==> src/include/fpe_pkg.sv <==
// package for the flash program/erase control block: register map, field layout,
// reset values, mode encoding and the state carrier.
// assumes a byte-wide register port with a 4-bit address.
package fpe_pkg;

  localparam int unsigned FPE_ADDR_W = 4;
  localparam int unsigned FPE_DATA_W = 8;
  localparam int unsigned FPE_EVT_W = 3;

  // register offsets
  localparam logic [FPE_ADDR_W-1:0] FPE_OFS_MODE_CTRL = 4'h0;
  localparam logic [FPE_ADDR_W-1:0] FPE_OFS_STATE_STAT = 4'h1;
  localparam logic [FPE_ADDR_W-1:0] FPE_OFS_EBLK_LOW = 4'h2;
  localparam logic [FPE_ADDR_W-1:0] FPE_OFS_EBLK_HIGH = 4'h3;
  localparam logic [FPE_ADDR_W-1:0] FPE_OFS_IRQ_STAT = 4'h4;
  localparam logic [FPE_ADDR_W-1:0] FPE_OFS_IRQ_MASK = 4'h5;

  // field positions
  localparam int unsigned FPE_WP_BIT = 7;
  localparam int unsigned FPE_ERR_BIT = 7;
  localparam int unsigned FPE_EBH_W = 2;
  localparam int unsigned FPE_EVT_ERR = 0;
  localparam int unsigned FPE_EVT_LOW_CLR = 1;
  localparam int unsigned FPE_EVT_HIGH_CLR = 2;

  // reset values
  localparam logic [6:0] FPE_CTRL_RST = 7'h00;
  localparam logic [7:0] FPE_EBLK_RST = 8'h00;
  localparam logic [7:0] FPE_RDATA_RST = 8'h00;
  localparam logic [FPE_EVT_W-1:0] FPE_IRQ_RST = 3'h0;

  // writable part of the mode control register, bit 6 down to bit 0
  typedef struct packed {
    logic software_write_enable;
    logic erase_setup;
    logic program_setup;
    logic erase_verify;
    logic program_verify;
    logic erase_go;
    logic program_go;
  } fpe_ctrl_t;

  typedef enum logic [2:0] {
    FPE_MODE_IDLE,
    FPE_MODE_ERASE_SETUP,
    FPE_MODE_PROGRAM_SETUP,
    FPE_MODE_ERASE_VERIFY,
    FPE_MODE_PROGRAM_VERIFY,
    FPE_MODE_ERASE,
    FPE_MODE_PROGRAM,
    FPE_MODE_ERROR_PROTECT
  } fpe_mode_t;

  typedef struct packed {
    fpe_ctrl_t ctrl;
    logic flash_error_flag;
    logic [7:0] eblk_low;
    logic [FPE_EBH_W-1:0] eblk_high;
    logic [FPE_EVT_W-1:0] irq_stat;
    logic [FPE_EVT_W-1:0] irq_mask;
    logic [FPE_DATA_W-1:0] rdata;
    logic irq;
    fpe_mode_t mode;
  } fpe_state_t;

endpackage
==> src/core/fpe_ctrl.sv <==
// flash program/erase control registers: mode control, read-only state status,
// two one-hot erase block selects, interrupt status and mask.
// assumes a single-cycle register port and inputs synchronous to I_REF_CLK.
//
// Behaviour
// RQ1: control bit 7 reads write-protect pin level
// RQ2: software write enable permits program and erase
// RQ3: enable low blocks setting any other bit
// RQ4: erase setup bit selects erase setup state
// RQ5: program setup bit selects program setup state
// RQ6: software sets program setup before program go
// RQ7: erase verify bit selects erase verify mode
// RQ8: program verify bit selects program verify mode
// RQ9: erase needs enable and erase setup set
// RQ10: program needs enable and program setup set
// RQ11: software never writes the status register
// RQ12: error flag sets, forcing error protection
// RQ13: reserved status and high-select bits read zero
// RQ14: low block select held zero without enable
// RQ15: several low select bits clear them all
// RQ16: high select held zero, multiple bits clear
// RQ17: low select bits choose blocks seven..zero
// RQ18: high select bits choose two 32k blocks
// RQ19: status writes change nothing, error flag included
//
// The address map and strobed register access were left to the implementer.
`timescale 1ns/10ps
module fpe_ctrl
  import fpe_pkg::*;
(
  // clock and reset
  input wire logic I_REF_CLK,
  input wire logic I_RESETN,
  // register port
  input wire logic [FPE_ADDR_W-1:0] I_ADDR,
  input wire logic [FPE_DATA_W-1:0] I_WDATA,
  input wire logic I_WR,
  input wire logic I_RD,
  output logic [FPE_DATA_W-1:0] O_RDATA,
  // flash side
  input wire logic I_HW_WRITE_PROTECT_LEVEL,
  input wire logic I_FLASH_ERROR,
  output fpe_mode_t O_FLASH_MODE,
  output logic [7:0] O_ERASE_BLOCK_LOW,
  output logic [FPE_EBH_W-1:0] O_ERASE_BLOCK_HIGH,
  // interrupt
  output logic O_IRQ
);

  fpe_state_t st_reg;
  fpe_state_t st_next;
  fpe_ctrl_t wr_ctrl;
  logic [7:0] low_cand;
  logic [FPE_EBH_W-1:0] high_cand;
  logic [FPE_EVT_W-1:0] evt;
  logic wr_mode;
  logic wr_low;
  logic wr_high;
  logic wr_mask;
  logic rd_irq;
  logic busy;

  always_comb begin
    st_next = st_reg;
    wr_ctrl = fpe_ctrl_t'(I_WDATA[6:0]);
    low_cand = 8'h00;
    high_cand = '0;
    evt = '0;
    wr_mode = I_WR && (I_ADDR == FPE_OFS_MODE_CTRL);
    wr_low = I_WR && (I_ADDR == FPE_OFS_EBLK_LOW);
    wr_high = I_WR && (I_ADDR == FPE_OFS_EBLK_HIGH);
    wr_mask = I_WR && (I_ADDR == FPE_OFS_IRQ_MASK);
    rd_irq = I_RD && (I_ADDR == FPE_OFS_IRQ_STAT);
    busy = (st_reg.mode == FPE_MODE_PROGRAM) || (st_reg.mode == FPE_MODE_ERASE);

    // a bit may only go to 1 once the enable already stands; the enable itself
    // must be written first, so one write cannot both unlock and arm
    if (wr_mode) begin
      st_next.ctrl.software_write_enable = wr_ctrl.software_write_enable; // RQ2
      st_next.ctrl.erase_setup = wr_ctrl.erase_setup
        & st_reg.ctrl.software_write_enable; // RQ3 RQ4
      st_next.ctrl.program_setup = wr_ctrl.program_setup
        & st_reg.ctrl.software_write_enable; // RQ3 RQ5
      st_next.ctrl.erase_verify = wr_ctrl.erase_verify
        & st_reg.ctrl.software_write_enable; // RQ3 RQ7
      st_next.ctrl.program_verify = wr_ctrl.program_verify
        & st_reg.ctrl.software_write_enable; // RQ3 RQ8
      st_next.ctrl.erase_go = wr_ctrl.erase_go
        & st_reg.ctrl.software_write_enable; // RQ3
      st_next.ctrl.program_go = wr_ctrl.program_go
        & st_reg.ctrl.software_write_enable; // RQ3
    end

    // each select bit maps to one erase block, low bit to lowest address
    if (wr_low) begin
      low_cand = I_WDATA & {8{st_reg.ctrl.software_write_enable}}; // RQ3 RQ17
      if ((low_cand & 8'(low_cand - 8'h01)) != 8'h00) begin
        st_next.eblk_low = FPE_EBLK_RST; // RQ15
        evt[FPE_EVT_LOW_CLR] = 1'b1;
      end else begin
        st_next.eblk_low = low_cand;
      end
    end

    if (wr_high) begin
      high_cand = I_WDATA[FPE_EBH_W-1:0]
        & {FPE_EBH_W{st_reg.ctrl.software_write_enable}}; // RQ3 RQ18
      if (&high_cand) begin
        st_next.eblk_high = '0; // RQ16
        evt[FPE_EVT_HIGH_CLR] = 1'b1;
      end else begin
        st_next.eblk_high = high_cand;
      end
    end

    // dropping the enable clears everything it guards
    if (!st_next.ctrl.software_write_enable) begin
      st_next.ctrl = fpe_ctrl_t'(FPE_CTRL_RST); // RQ3
      st_next.eblk_low = FPE_EBLK_RST; // RQ14
      st_next.eblk_high = '0; // RQ16
    end

    // error flag is sticky until reset; a status write has no path here
    if (I_FLASH_ERROR && busy && !st_reg.flash_error_flag) begin
      st_next.flash_error_flag = 1'b1; // RQ12 RQ19
      evt[FPE_EVT_ERR] = 1'b1;
    end

    if (st_next.flash_error_flag) begin
      st_next.mode = FPE_MODE_ERROR_PROTECT; // RQ12
    end else if (st_next.ctrl.program_go && st_next.ctrl.program_setup
                 && st_next.ctrl.software_write_enable) begin
      st_next.mode = FPE_MODE_PROGRAM; // RQ10
    end else if (st_next.ctrl.erase_go && st_next.ctrl.erase_setup
                 && st_next.ctrl.software_write_enable) begin
      st_next.mode = FPE_MODE_ERASE; // RQ9
    end else if (st_next.ctrl.program_verify) begin
      st_next.mode = FPE_MODE_PROGRAM_VERIFY; // RQ8
    end else if (st_next.ctrl.erase_verify) begin
      st_next.mode = FPE_MODE_ERASE_VERIFY; // RQ7
    end else if (st_next.ctrl.program_setup) begin
      st_next.mode = FPE_MODE_PROGRAM_SETUP; // RQ5
    end else if (st_next.ctrl.erase_setup) begin
      st_next.mode = FPE_MODE_ERASE_SETUP; // RQ4
    end else begin
      st_next.mode = FPE_MODE_IDLE;
    end

    // read clears, but an event in the same cycle survives
    if (rd_irq) begin
      st_next.irq_stat = FPE_IRQ_RST;
    end
    st_next.irq_stat = st_next.irq_stat | evt;
    if (wr_mask) begin
      st_next.irq_mask = I_WDATA[FPE_EVT_W-1:0];
    end
    st_next.irq = |(st_next.irq_stat & st_next.irq_mask);

    st_next.rdata = FPE_RDATA_RST;
    if (I_RD) begin
      case (I_ADDR)
        FPE_OFS_MODE_CTRL: begin
          st_next.rdata = {I_HW_WRITE_PROTECT_LEVEL, 7'(st_reg.ctrl)}; // RQ1
        end
        FPE_OFS_STATE_STAT: begin
          st_next.rdata = {st_reg.flash_error_flag, 7'h00}; // RQ13
        end
        FPE_OFS_EBLK_LOW: begin
          st_next.rdata = st_reg.eblk_low;
        end
        FPE_OFS_EBLK_HIGH: begin
          st_next.rdata = {6'h00, st_reg.eblk_high}; // RQ13
        end
        FPE_OFS_IRQ_STAT: begin
          st_next.rdata = {5'h00, st_reg.irq_stat};
        end
        FPE_OFS_IRQ_MASK: begin
          st_next.rdata = {5'h00, st_reg.irq_mask};
        end
        default: begin
          st_next.rdata = FPE_RDATA_RST;
        end
      endcase
    end
  end

  always_ff @(posedge I_REF_CLK) begin
    if (!I_RESETN) begin
      st_reg.ctrl <= fpe_ctrl_t'(FPE_CTRL_RST);
      st_reg.flash_error_flag <= 1'b0;
      st_reg.eblk_low <= FPE_EBLK_RST;
      st_reg.eblk_high <= '0;
      st_reg.irq_stat <= FPE_IRQ_RST;
      st_reg.irq_mask <= FPE_IRQ_RST;
      st_reg.rdata <= FPE_RDATA_RST;
      st_reg.irq <= 1'b0;
      st_reg.mode <= FPE_MODE_IDLE;
    end else begin
      st_reg <= st_next;
    end
  end

  assign O_RDATA = st_reg.rdata;
  assign O_FLASH_MODE = st_reg.mode;
  assign O_ERASE_BLOCK_LOW = st_reg.eblk_low;
  assign O_ERASE_BLOCK_HIGH = st_reg.eblk_high;
  assign O_IRQ = st_reg.irq;
endmodule

==> config.mk <==
export PLATFORM = sky130hd
export DESIGN_NAME = fpe_ctrl
export DESIGN_NICKNAME = d
export VERILOG_FILES = /design/src/include/fpe_pkg.sv /design/src/core/fpe_ctrl.sv
export SDC_FILE = /design/constraint.sdc
export NUM_CORES = 1
export LEC_CHECK = 0
export BUFFER_PORTS_ARGS = -buffer_cell sky130_fd_sc_hd__buf_4
export CAP_MARGIN = 40
export CORE_MARGIN = 2
export CORE_UTILIZATION = 55
export CTS_BUF_LIST = sky130_fd_sc_hd__clkbuf_4 sky130_fd_sc_hd__clkbuf_8
export DETAILED_ROUTE_END_ITERATION = 7
export PLACE_DENSITY = 0.8
export SLEW_MARGIN = 20
export SYNTH_ARGS = -nofsm -noshare
export SYNTH_HDL_FRONTEND = slang
export SYNTH_SLANG_ARGS = --single-unit
==> constraint.sdc <==
create_clock -name I_REF_CLK -period 3.2 [get_ports I_REF_CLK]
set_clock_uncertainty 0.05 [all_clocks]
set_input_delay 0.32 -clock I_REF_CLK [delete_from_list [all_inputs] [get_ports I_REF_CLK]]
set_output_delay 0.32 -clock I_REF_CLK [all_outputs]
set_load 0.005 [all_outputs]
==> results of run 1 <==
-- Yosys cell counts (3+ instances only) --
cell type                  count
sky130_fd_sc_hd__a21oi_1      12
sky130_fd_sc_hd__mux2i_1      10
sky130_fd_sc_hd__nor3_1        3
sky130_fd_sc_hd__buf_4        22
sky130_fd_sc_hd__nand3_1       9
sky130_fd_sc_hd__nor4_1        3
sky130_fd_sc_hd__nor3b_1       3
sky130_fd_sc_hd__inv_2         3
sky130_fd_sc_hd__a32oi_1       7
sky130_fd_sc_hd__dfxtp_1      36
sky130_fd_sc_hd__and3_1        3
sky130_fd_sc_hd__buf_6         3
sky130_fd_sc_hd__a22oi_1       5
sky130_fd_sc_hd__clkbuf_1      6
sky130_fd_sc_hd__mux2_1        3
sky130_fd_sc_hd__or3_1         3
sky130_fd_sc_hd__nand2_1      13
sky130_fd_sc_hd__buf_1         3
sky130_fd_sc_hd__nor2_1       33
sky130_fd_sc_hd__mux2_2        3
-- cells in the final DEF (no fill, tap or decap), types with 2 or more instances in the layout --
cell                       count
sky130_fd_sc_hd__mux2i_1      10
sky130_fd_sc_hd__a211o_1       2
sky130_fd_sc_hd__clkbuf_4      5
sky130_fd_sc_hd__and3_1        3
sky130_fd_sc_hd__or3_1         3
sky130_fd_sc_hd__nor3b_1       3
sky130_fd_sc_hd__dfxtp_1      36
sky130_fd_sc_hd__mux2_1        3
sky130_fd_sc_hd__a22o_1        2
sky130_fd_sc_hd__nand3_1       9
sky130_fd_sc_hd__inv_2         3
sky130_fd_sc_hd__a21o_1        2
sky130_fd_sc_hd__mux2_2        3
sky130_fd_sc_hd__nor2_1       33
sky130_fd_sc_hd__inv_1         2
sky130_fd_sc_hd__nand2_1      13
sky130_fd_sc_hd__a21oi_1      12
sky130_fd_sc_hd__nor4_1        3
sky130_fd_sc_hd__buf_4        39
sky130_fd_sc_hd__a32oi_1       7
sky130_fd_sc_hd__a22oi_1       5
sky130_fd_sc_hd__clkbuf_8      2
sky130_fd_sc_hd__nor3_1        3
-- through the flow --
stage	utilization (%)	area [um^2]	setup slack (ns)	cells
floorplan	-	1870	1.21	215
global placement	60.1	1990	0.933	266
detailed placement	60.1	1990	0.881	266
CTS	62.1	2060	1.25	273
global route	62.1	2060	1.12	273
finish	62.1	2060	1.25	273
-- per-layer routing --
metal	vias up	global-route usage (%)	part of all wire [%]	wire length (um)
met1	726	30.5	47	1880
met4	0	10.6	1.6	64
met2	46	34.1	46	1840
met3	6	5.98	5.9	235
li1	778	-	-	-
met5	-	0	0	0
-- area by class of cell --
cell class	count	area share (%)
inverters	5	0.913
repair buffers	39	14.2
well taps	46	2.80
multi-input cells	140	43.8
clock buffers	7	3.16
flip-flops and latches	36	35.1
-- power by group through the flow --
stage,Combinational (W),Sequential [W],Clock [W]
2_1_floorplan,0.0000357,0.000459,0
3_3_place_gp,0.0000599,0.000460,0
3_5_place_dp,0.0000605,0.000460,0
4_1_cts,0.0000608,0.000449,0.000278
5_1_grt,0.0000672,0.000450,0.000296
6_report,0.0000616,0.000449,0.000271
-- logic make-up (layout without fill, tap and decap cells) --
logic type / Yosys count / in the layout / share of synthesized area [%]
simple gates: 79 / 79 / 20.4
compound gates: 43 / 43 / 17.8
buf+inv: 39 / 51 / 13.4
flops: 36 / 36 / 38.5
mux: 16 / 16 / 8.95
fa+ha+maj: 1 / 1 / 0.534
xor+xnor: 1 / 1 / 0.468
-- critical path, cell delays in order --
cell	delay (ns)
sky130_fd_sc_hd__buf_4	0.14
sky130_fd_sc_hd__or4_4	0.56
sky130_fd_sc_hd__a2111oi_2	0.35
sky130_fd_sc_hd__or3_1	0.33
sky130_fd_sc_hd__o311ai_4	0.12
sky130_fd_sc_hd__a211o_1	0.30
-- worst max-delay path by stage --
| stage | end | depth (start not counted) | slack, ns | start |
|---|---|---|---|---|
| floorplan | O_IRQ | 6 | 1.21 | I_WDATA[1] |
| global placement | O_IRQ | 6 | 0.93 | I_WDATA[1] |
| detailed placement | O_IRQ | 6 | 0.88 | I_WDATA[1] |
| CTS | O_IRQ | 6 | 1.25 | I_WDATA[1] |
| global route | O_ERASE_BLOCK_LOW[4] | 6 | 1.12 | I_ADDR[0] |
| finish | O_IRQ | 6 | 1.25 | I_WDATA[1] |
==> reports/summary.json, run 1 <==
{
  "run_status": {"value": "completed"},
  "clock_power_share": {"value": 34.6, "unit": "%"},
  "share_seq_of_total_power": {"value": 57.5, "unit": "%"},
  "dieArea": {"value": 3890, "unit": "um^2"},
  "drv.max_cap_violation_count": {"value": 0},
  "post-dp-hpwl": {"value": 2.95, "unit": "mm"},
  "cts_clk_pin_slew_worst_paths": {"value": 0.11, "unit": "ns"},
  "p_leak": {"value": 0.795, "unit": "nW"},
  "detailedRoute.firstPassIterationCount": {"value": 5},
  "destination_of_the_worst_register_to_register_timing_path": {"value": "O_ERASE_BLOCK_LOW[7]"},
  "via_count": {"value": 1556},
  "final_nets": {"value": 245},
  "cts_made_buffers": {"value": 5},
  "rr_worst_depth": {"value": 4},
  "clock_latency": {"value": 0.34, "unit": "ns"},
  "clockRootBuffer": {"value": "sky130_fd_sc_hd__clkbuf_4"},
  "synth_top_area_share": {"value": 38.5, "unit": "%"},
  "synth_flop_cell": {"value": "sky130_fd_sc_hd__dfxtp_1"},
  "timing.final.setup_violations": {"value": 0},
  "pin_count_of_the_biggest_net_entering_global_routing": {"value": 17},
  "tightest_slew": {"value": 0.613, "unit": "ns"},
  "hold_class": {"value": "input pin to flip-flop"},
  "post-synth-top-area-cell": {"value": "sky130_fd_sc_hd__dfxtp_1"},
  "viasPerCell": {"value": 5.70},
  "fillers": {"value": 320},
  "cp_max_fo": {"value": 8},
  "cellInternalPower": {"value": 0.000598, "unit": "W"},
  "post_drt_wl_per_cell": {"value": 14.7, "unit": "um"},
  "worst-setup-path-type": {"value": "input pin to flip-flop"},
  "core_area": {"value": 3310, "unit": "um^2"},
  "rr_startpoint": {"value": "st_reg[35]"},
  "syn-cell-area": {"value": 1870, "unit": "um^2"},
  "relative_slew_slack": {"value": 59.0, "unit": "%"},
  "synth_nets": {"value": 233},
  "power-per-cell-area": {"value": 380, "unit": "nW/um^2"},
  "p_total": {"value": 0.000781, "unit": "W"},
  "hold_slack": {"value": 0.121, "unit": "ns"},
  "drtIter0Drc": {"value": 128},
  "min_period_over_period": {"value": 60.9, "unit": "%"},
  "route.detailed.drc": {"value": 0},
  "overall_overflow_remaining_after_global_route": {"value": 0},
  "setup.worst_path.start_class": {"value": "input pin"},
  "arrival": {"value": 2.13, "unit": "ns"},
  "postCtsSetupBuffers": {"value": 0},
  "ioPinCount": {"value": 40},
  "initial_utilization": {"value": 56.6, "unit": "%"},
  "cts.sink_count": {"value": 36},
  "synth-seq-area-share": {"value": 38.5, "unit": "%"},
  "number_of_flip_flops_and_latches_in_the_synthesized_netlist": {"value": 36},
  "max_reg_flops": {"value": 14},
  "clock_tree_from_tritoncts": {"value": "yes"},
  "hold_viol": {"value": 0},
  "cts.hold.buffers_added": {"value": 0},
  "fin_setup_tns": {"value": 0, "unit": "ns"},
  "irDropWorstVdd": {"value": 212, "unit": "uV"},
  "proportion_of_synthesized_flip_flops_having_asynchronous_set_or_reset": {"value": 0, "unit": "%"},
  "maxSlewViolCount": {"value": 0},
  "holdCritStartpoint": {"value": "I_ADDR[2]"},
  "flop_to_flop_setup_slack": {"value": 1.45, "unit": "ns"},
  "maxClockFrequency": {"value": 513, "unit": "MHz"},
  "buffer_ports.inserted": {"value": 39},
  "die_w": {"value": 62.4, "unit": "um"},
  "post_route_cells_drive_above_1_share": {"value": 24.7, "unit": "%"},
  "ys_top_cells_by_area": {"value": "sky130_fd_sc_hd__dfxtp_1 38%, sky130_fd_sc_hd__buf_4 8.8%, sky130_fd_sc_hd__nor2_1 6.6%"},
  "syn_avg_cell_area": {"value": 8.71, "unit": "um^2"},
  "detail-route-antenna-nets": {"value": 0},
  "synth_enable_flop_cells": {"value": 0},
  "yosys_warnings": {"value": 0},
  "height_of_the_chip": {"value": 62.4, "unit": "um"},
  "clock_tree.buffer_depth": {"value": 2},
  "critical_path_required": {"value": 3.38, "unit": "ns"},
  "postSynthCellCount": {"value": 215},
  "end_kind": {"value": "flip-flop"},
  "holdPathStages": {"value": 2},
  "flow.area_growth_from_synthesis": {"value": 9.75, "unit": "%"},
  "grt_util_all_layers": {"value": 22.7, "unit": "%"},
  "initial_antenna_violation_count": {"value": 0},
  "synth_cell_type_count": {"value": 48},
  "multi_input_combinational_cell_area": {"value": 901, "unit": "um^2"},
  "rows": {"value": 21},
  "grt_pass1_vias": {"value": 1391},
  "postCtsResizedCells": {"value": 0},
  "grt_pass1_wl": {"value": 6.87, "unit": "mm"},
  "cts-htree-levels": {"value": 2},
  "power.share.combinational": {"value": 7.9, "unit": "%"},
  "swShare": {"value": 23.5, "unit": "%"},
  "wirelength": {"value": 4.01, "unit": "mm"},
  "net-switching-power": {"value": 0.000183, "unit": "W"},
  "hold-path-endpoint": {"value": "O_RDATA[7]"},
  "final-seq-area": {"value": 721, "unit": "um^2"},
  "globalplace.congestion": {"value": 0.919},
  "grt_setup_unrepaired": {"value": "false"},
  "diodes": {"value": 0},
  "period_minus_slack": {"value": 1.95, "unit": "ns"}
}
(Power assumes the default switching activity.)
==> run 2: changes to the inputs <==
==> constraint.sdc (replaced) <==
create_clock -name I_REF_CLK -period 2 [get_ports I_REF_CLK]
set_clock_uncertainty 0.05 [all_clocks]
set_input_delay 0.2 -clock I_REF_CLK [delete_from_list [all_inputs] [get_ports I_REF_CLK]]
set_output_delay 0.2 -clock I_REF_CLK [all_outputs]
set_load 0.005 [all_outputs]
==> reports/summary.json, run 2 (synthesized netlist as in run 1, its figures left out) <==
{
  "cts.hold.buffers_added": {"value": 0},
  "final_cell_mix": {"value": "51 x sky130_fd_sc_hd__buf_4, 36 x sky130_fd_sc_hd__dfxtp_1, 33 x sky130_fd_sc_hd__nor2_1, 13 x sky130_fd_sc_hd__nand2_1, 12 x sky130_fd_sc_hd__a21oi_1"},
  "cp_delay_by_family_top": {"value": "simple AND/OR/NAND/NOR gates"},
  "buffer_ports.inserted": {"value": 39},
  "grt_util_all_layers": {"value": 22.9, "unit": "%"},
  "end_kind": {"value": "flip-flop"},
  "cts.sink_count": {"value": 36},
  "hold_viol": {"value": 0},
  "initial_antenna_violation_count": {"value": 0},
  "detailedRoute.firstPassIterationCount": {"value": 4},
  "timing.final.setup_violations": {"value": 0},
  "relative_slew_slack": {"value": 77.1, "unit": "%"},
  "cts_made_buffers": {"value": 5},
  "die_w": {"value": 62.4, "unit": "um"},
  "postCtsResizedCells": {"value": 0},
  "final.setup.worst_slack": {"value": 0.332, "unit": "ns"},
  "pin_count_of_the_biggest_net_entering_global_routing": {"value": 17},
  "irDropWorstVdd": {"value": 413, "unit": "uV"},
  "placement.setup.worst_slack": {"value": -0.00403, "unit": "ns"},
  "core_area": {"value": 3310, "unit": "um^2"},
  "max_stage_delay": {"value": 0.55, "unit": "ns"},
  "clock_tree_from_tritoncts": {"value": "yes"},
  "critical_path_required": {"value": 2.18, "unit": "ns"},
  "grt_pass1_vias": {"value": 1434},
  "worstPathBufferInverterCount": {"value": 1},
  "critPathSlowestCell": {"value": "sky130_fd_sc_hd__or4_4"},
  "max_reg_flops": {"value": 14},
  "initial_utilization": {"value": 56.6, "unit": "%"},
  "period_minus_slack": {"value": 1.67, "unit": "ns"},
  "overall_overflow_remaining_after_global_route": {"value": 0},
  "postCtsSetupBuffers": {"value": 0},
  "drtIter0Drc": {"value": 103},
  "grt_setup_unrepaired": {"value": "false"},
  "final_nets": {"value": 258},
  "fin_setup_tns": {"value": 0, "unit": "ns"},
  "clockRootBuffer": {"value": "sky130_fd_sc_hd__clkbuf_4"},
  "maxClockFrequency": {"value": 600, "unit": "MHz"},
  "dieArea": {"value": 3890, "unit": "um^2"},
  "clock_latency": {"value": 0.34, "unit": "ns"},
  "setup.worst_path.start_class": {"value": "input pin"},
  "detail-route-antenna-nets": {"value": 0},
  "power-per-cell-area": {"value": 559, "unit": "nW/um^2"},
  "cts-htree-levels": {"value": 2},
  "hold_class": {"value": "input pin to flip-flop"},
  "hold_slack": {"value": 0.0169, "unit": "ns"},
  "worst-setup-path-type": {"value": "input pin to flip-flop"},
  "flow.area_growth_from_synthesis": {"value": 14.8, "unit": "%"},
  "rows": {"value": 21},
  "via_count": {"value": 1608},
  "wirelength": {"value": 4.25, "unit": "mm"},
  "post-dp-hpwl": {"value": 3.16, "unit": "mm"},
  "tightest_slew": {"value": 0.335, "unit": "ns"},
  "route.detailed.drc": {"value": 0},
  "min_period_over_period": {"value": 83.4, "unit": "%"},
  "timing.critical_path.cells": {"value": "buf_4 > or4_4 > a2111oi_0 > or3_1 > o311ai_4 > a211o_1"},
  "run_status": {"value": "completed"},
  "globalplace.congestion": {"value": 0.855},
  "p_leak": {"value": 0.860, "unit": "nW"},
  "grt_pass1_wl": {"value": 6.95, "unit": "mm"},
  "arrival": {"value": 1.85, "unit": "ns"},
  "viasPerCell": {"value": 5.62},
  "drv.max_cap_violation_count": {"value": 0},
  "ioPinCount": {"value": 40},
  "mostFrequentLayoutCell": {"value": "sky130_fd_sc_hd__buf_4"},
  "clock_tree.buffer_depth": {"value": 2},
  "cp_max_fo": {"value": 4},
  "cts_clk_pin_slew_worst_paths": {"value": 0.10, "unit": "ns"},
  "maxSlewViolCount": {"value": 0},
  "post_drt_wl_per_cell": {"value": 14.9, "unit": "um"},
  "diodes": {"value": 0},
  "height_of_the_chip": {"value": 62.4, "unit": "um"},
  "post_route_cells_drive_above_1_share": {"value": 28.7, "unit": "%"}
}
run 2: through the flow:
| step | instance area [um^2] | util (%) | total power, W | instances |
|---|---|---|---|---|
| floorplan | 1870 | - | 0.000792 | 215 |
| global placement | 2100 | 63.5 | 0.000847 | 279 |
| detailed placement | 2100 | 63.5 | 0.000847 | 279 |
| CTS | 2150 | 65.0 | 0.00121 | 286 |
| global route | 2150 | 65.0 | 0.00126 | 286 |
| finish | 2150 | 65.0 | 0.00120 | 286 |
run 2: power breakdown:
part | total, W | switching (W) | internal [W] | leakage [nW]
Combinational | 0.000114 | 0.0000636 | 0.0000505 | 0.538
Clock | 0.000370 | 0.000227 | 0.000143 | 0.0315
Sequential | 0.000718 | 0.00000100 | 0.000717 | 0.290
Total | 0.00120 | 0.000291 | 0.000911 | 0.860
run 2: layer usage:
layer / global-route usage (%) / up-vias / routed length, um
met5: 0 / - / 0
met4: 7.50 / 0 / 63
met3: 5.62 / 8 / 293
met2: 37.1 / 69 / 2010
met1: 30.0 / 729 / 1880
li1: - / 802 / -
run 2: path summary, 6_finish.rpt:
| path | cells past startpoint | slack (ns) | start | to |
|---|---|---|---|---|
| setup / recovery | 6 | 0.33 | I_WDATA[1] | O_IRQ |
| hold / removal | 2 | 0.02 | I_ADDR[2] | O_RDATA[7] |
| setup reg to reg | 5 | 0.52 | st_reg[35] | O_IRQ |
| hold reg to reg | 2 | 0.45 | st_reg[34] | st_reg[34] |
run 2: area by class of cell:
cell class                 count  area [um^2]
timing repair buffer          52          403
sequential                    36          721
tap                           46         57.6
fill                         303         1160
clock inverter                 1         5.00
inverter                       5         18.8
clock buffer                   6         45.0
multi-input combinational    140          901
==> run 3: changes to the inputs <==
--- a/config.mk
+++ b/config.mk
@@ -5,13 +5,14 @@
 export SDC_FILE = /design/constraint.sdc
 export NUM_CORES = 1
 export LEC_CHECK = 0
+export ABC_AREA = 1
 export BUFFER_PORTS_ARGS = -buffer_cell sky130_fd_sc_hd__buf_4
 export CAP_MARGIN = 40
 export CORE_MARGIN = 2
-export CORE_UTILIZATION = 55
+export CORE_UTILIZATION = 51
 export CTS_BUF_LIST = sky130_fd_sc_hd__clkbuf_4 sky130_fd_sc_hd__clkbuf_8
 export DETAILED_ROUTE_END_ITERATION = 7
-export PLACE_DENSITY = 0.8
+export PLACE_DENSITY = 0.78
 export SLEW_MARGIN = 20
 export SYNTH_ARGS = -nofsm -noshare
 export SYNTH_HDL_FRONTEND = slang
==> constraint.sdc (replaced) <==
create_clock -name I_REF_CLK -period 1.5 [get_ports I_REF_CLK]
set_clock_uncertainty 0.05 [all_clocks]
set_input_delay 0.15 -clock I_REF_CLK [delete_from_list [all_inputs] [get_ports I_REF_CLK]]
set_output_delay 0.15 -clock I_REF_CLK [all_outputs]
set_load 0.005 [all_outputs]
==> reports/summary.json, run 3 <==
{
  "clock_latency": {"value": 0.29, "unit": "ns"},
  "viasPerCell": {"value": 5.06},
  "clock_tree_from_tritoncts": {"value": "yes"},
  "ys_top_cells_by_area": {"value": "sky130_fd_sc_hd__dfxtp_1 37%, sky130_fd_sc_hd__nand2_1 13%, sky130_fd_sc_hd__buf_4 8.5%"},
  "power.share.combinational": {"value": 8.1, "unit": "%"},
  "initial_antenna_violation_count": {"value": 0},
  "pin_count_of_the_biggest_net_entering_global_routing": {"value": 17},
  "clock_power_share": {"value": 40.1, "unit": "%"},
  "p_leak": {"value": 1.11, "unit": "nW"},
  "wirelength": {"value": 4.64, "unit": "mm"},
  "tightest_slew": {"value": 0.330, "unit": "ns"},
  "arrival": {"value": 1.57, "unit": "ns"},
  "min_period_over_period": {"value": 95.5, "unit": "%"},
  "hold_viol": {"value": 0},
  "inst_count_dp": {"value": 347},
  "synth_enable_flop_cells": {"value": 0},
  "dieArea": {"value": 4340, "unit": "um^2"},
  "cts.hold.buffers_added": {"value": 0},
  "cts_clk_pin_slew_worst_paths": {"value": 0.07, "unit": "ns"},
  "maxSlewViolCount": {"value": 0},
  "overall_overflow_remaining_after_global_route": {"value": 0},
  "synth_cell_type_count": {"value": 29},
  "final_cell_mix": {"value": "61 x sky130_fd_sc_hd__nand2_1, 56 x sky130_fd_sc_hd__buf_4, 35 x sky130_fd_sc_hd__dfxtp_1, 28 x sky130_fd_sc_hd__inv_1, 20 x sky130_fd_sc_hd__nor2_1"},
  "post_drt_wl_per_cell": {"value": 13.0, "unit": "um"},
  "cts-htree-levels": {"value": 2},
  "fillers": {"value": 345},
  "post_route_cells_drive_above_1_share": {"value": 31.5, "unit": "%"},
  "synth_nets": {"value": 290},
  "via_count": {"value": 1802},
  "final_nets": {"value": 325},
  "setup.worst_path.start_class": {"value": "flip-flop"},
  "die_w": {"value": 65.9, "unit": "um"},
  "detail-route-antenna-nets": {"value": 0},
  "drtIter0Drc": {"value": 158},
  "netlist_top_cells_count": {"value": "66 x sky130_fd_sc_hd__nand2_1, 36 x sky130_fd_sc_hd__dfxtp_1, 29 x sky130_fd_sc_hd__inv_1"},
  "power-per-cell-area": {"value": 771, "unit": "nW/um^2"},
  "synth_flop_cell": {"value": "sky130_fd_sc_hd__dfxtp_1"},
  "hold-path-endpoint": {"value": "O_RDATA[7]"},
  "timing.final.setup_violations": {"value": 0},
  "proportion_of_synthesized_flip_flops_having_asynchronous_set_or_reset": {"value": 0, "unit": "%"},
  "flop_to_flop_setup_slack": {"value": 0.07, "unit": "ns"},
  "holdPathStages": {"value": 3},
  "end_kind": {"value": "flip-flop"},
  "rr_worst_depth": {"value": 10},
  "max_reg_flops": {"value": 14},
  "detailedRoute.firstPassIterationCount": {"value": 4},
  "worst-setup-path-type": {"value": "flip-flop to flip-flop"},
  "flow.area_growth_from_synthesis": {"value": 23.1, "unit": "%"},
  "grt_util_all_layers": {"value": 22.5, "unit": "%"},
  "relative_slew_slack": {"value": 78.0, "unit": "%"},
  "syn-cell-area": {"value": 1950, "unit": "um^2"},
  "postCtsSetupBuffers": {"value": 0},
  "diodes": {"value": 0},
  "cts.sink_count": {"value": 36},
  "post-synth-top-area-cell": {"value": "sky130_fd_sc_hd__dfxtp_1"},
  "maxClockFrequency": {"value": 698, "unit": "MHz"},
  "grt_pass1_wl": {"value": 7.24, "unit": "mm"},
  "swShare": {"value": 22.8, "unit": "%"},
  "globalplace.congestion": {"value": 0.951},
  "hold_slack": {"value": 0.0508, "unit": "ns"},
  "mostFrequentLayoutCell": {"value": "sky130_fd_sc_hd__nand2_1"},
  "run_status": {"value": "completed"},
  "period_minus_slack": {"value": 1.43, "unit": "ns"},
  "core_area": {"value": 3660, "unit": "um^2"},
  "cellInternalPower": {"value": 0.00143, "unit": "W"},
  "ioPinCount": {"value": 40},
  "post-dp-hpwl": {"value": 3.50, "unit": "mm"},
  "rr_startpoint": {"value": "st_reg[35]"},
  "rows": {"value": 22},
  "synthMostInstantiatedCell": {"value": "sky130_fd_sc_hd__nand2_1"},
  "initial_utilization": {"value": 53.3, "unit": "%"},
  "final.setup.worst_slack": {"value": 0.0672, "unit": "ns"},
  "number_of_flip_flops_and_latches_in_the_synthesized_netlist": {"value": 36},
  "net-switching-power": {"value": 0.000423, "unit": "W"},
  "drv.max_cap_violation_count": {"value": 0},
  "cts_made_buffers": {"value": 5},
  "synth-seq-area-share": {"value": 36.9, "unit": "%"},
  "irDropWorstVdd": {"value": 673, "unit": "uV"},
  "grt_pass1_vias": {"value": 1519},
  "hold_class": {"value": "input pin to flip-flop"},
  "final_cell_count_no_fill": {"value": 356},
  "holdCritStartpoint": {"value": "I_RD"},
  "postSynthCellCount": {"value": 272},
  "buffer_ports.inserted": {"value": 39},
  "destination_of_the_worst_register_to_register_timing_path": {"value": "O_IRQ"},
  "height_of_the_chip": {"value": 65.9, "unit": "um"},
  "clock_tree.buffer_depth": {"value": 2},
  "syn_avg_cell_area": {"value": 7.18, "unit": "um^2"},
  "share_seq_of_total_power": {"value": 51.7, "unit": "%"},
  "clockRootBuffer": {"value": "sky130_fd_sc_hd__clkbuf_8"},
  "synth_top_area_share": {"value": 36.9, "unit": "%"},
  "critical_path_required": {"value": 1.63, "unit": "ns"},
  "placement.setup.worst_slack": {"value": -0.194, "unit": "ns"},
  "route.detailed.drc": {"value": 0},
  "cp_max_fo": {"value": 6},
  "yosys_warnings": {"value": 0}
}
-- run 3: cell count changes after synthesis, sizes merged, moves of 4 or more --
cell | previous run | this run
o21ai | 2 | 17
mux2i | 10 | 0
nand4 | 1 | 9
mux2 | 6 | 0
nor3b | 3 | 8
clkbuf | 6 | 1
inv | 5 | 31
nand3 | 9 | 20
a22oi | 5 | 0
nor2 | 33 | 27
a32oi | 7 | 0
and3 | 4 | 0
nand2 | 13 | 70
-- run 3: worst max-delay path by stage --
stage,startpoint,endpoint,slack (ns),cells past startpoint
2_1_floorplan,st_reg[35],O_IRQ,0.19,11
3_3_place_gp,st_reg[35],O_ERASE_BLOCK_LOW[5],-0.22,8
3_5_place_dp,st_reg[35],O_ERASE_BLOCK_LOW[5],-0.19,8
4_1_cts,st_reg[35],O_ERASE_BLOCK_LOW[2],0.05,8
5_1_grt,st_reg[35],O_IRQ,-0.01,10
6_report,st_reg[35],O_IRQ,0.07,10
-- run 3: metrics by stage --
step           TNS [ns]  power, W  area [um^2]  util, %
2_1_floorplan         0   0.00105         1950        -
3_3_place_gp      -1.94   0.00112         2220     60.7
3_5_place_dp      -1.84   0.00112         2220     60.7
4_1_cts               0   0.00186         2330     63.7
5_1_grt         -0.0114   0.00192         2400     65.6
6_report              0   0.00185         2400     65.6
-- run 3: layout make-up --
type | count | area [um^2] | area share (%)
Inverter | 31 | 116 | 4.84
Timing Repair Buffer | 57 | 440 | 18.3
Sequential cell | 36 | 724 | 30.2
Multi-Input combinational cell | 176 | 963 | 40.1
Clock buffer | 8 | 97.6 | 4.06
Tap cell | 48 | 60.1 | 2.50
-- run 3: repair_timing --
item	4_1_cts	5_1_grt
pin swaps	0	6
resized for setup	4	16
endpoints found under the setup margin	11	12
gates cloned	0	1
endpoints found under the hold margin	0	0
-- run 3: critical path, cell delays in order (launching register included) --
cell	delay, ns
sky130_fd_sc_hd__dfxtp_4	0.38
sky130_fd_sc_hd__nand2_2	0.11
sky130_fd_sc_hd__nand2_1	0.09
sky130_fd_sc_hd__nor2_2	0.12
sky130_fd_sc_hd__nand2_1	0.07
sky130_fd_sc_hd__nand2_1	0.11
sky130_fd_sc_hd__nand3_4	0.11
sky130_fd_sc_hd__nand2_4	0.12
sky130_fd_sc_hd__nand2_1	0.06
sky130_fd_sc_hd__nand2_1	0.06
sky130_fd_sc_hd__nand2_1	0.05
-- run 3: layer usage --
layer / wire, um / vias to the layer above / part of all wire, % / track usage (%)
li1: - / 928 / - / -
met1: 2130 / 812 / 46 / 29.3
met2: 2210 / 57 / 48 / 36.9
met3: 260 / 5 / 5.6 / 5.45
met4: 45 / 0 / 0.97 / 6.25
met5: 0 / - / 0 / 0
-- run 3: cell families after synthesis --
group / Yosys count / share of synthesized area, %
and+or+nand+nor: 136 / 33.8
AOI/OAI and AO/OA: 39 / 11.5
DFF: 36 / 36.9
buffers and inverters: 61 / 17.7
-- run 3: power by group through the flow --
| stage | logic, W | registers (W) | clock network [W] |
|---|---|---|---|
| 6_report | 0.000151 | 0.000958 | 0.000743 |
| 5_1_grt | 0.000165 | 0.000958 | 0.000793 |
| 4_1_cts | 0.000144 | 0.000960 | 0.000754 |
| 3_5_place_dp | 0.000142 | 0.000981 | 0 |
| 3_3_place_gp | 0.000140 | 0.000981 | 0 |
| 2_1_floorplan | 0.0000743 | 0.000980 | 0 |
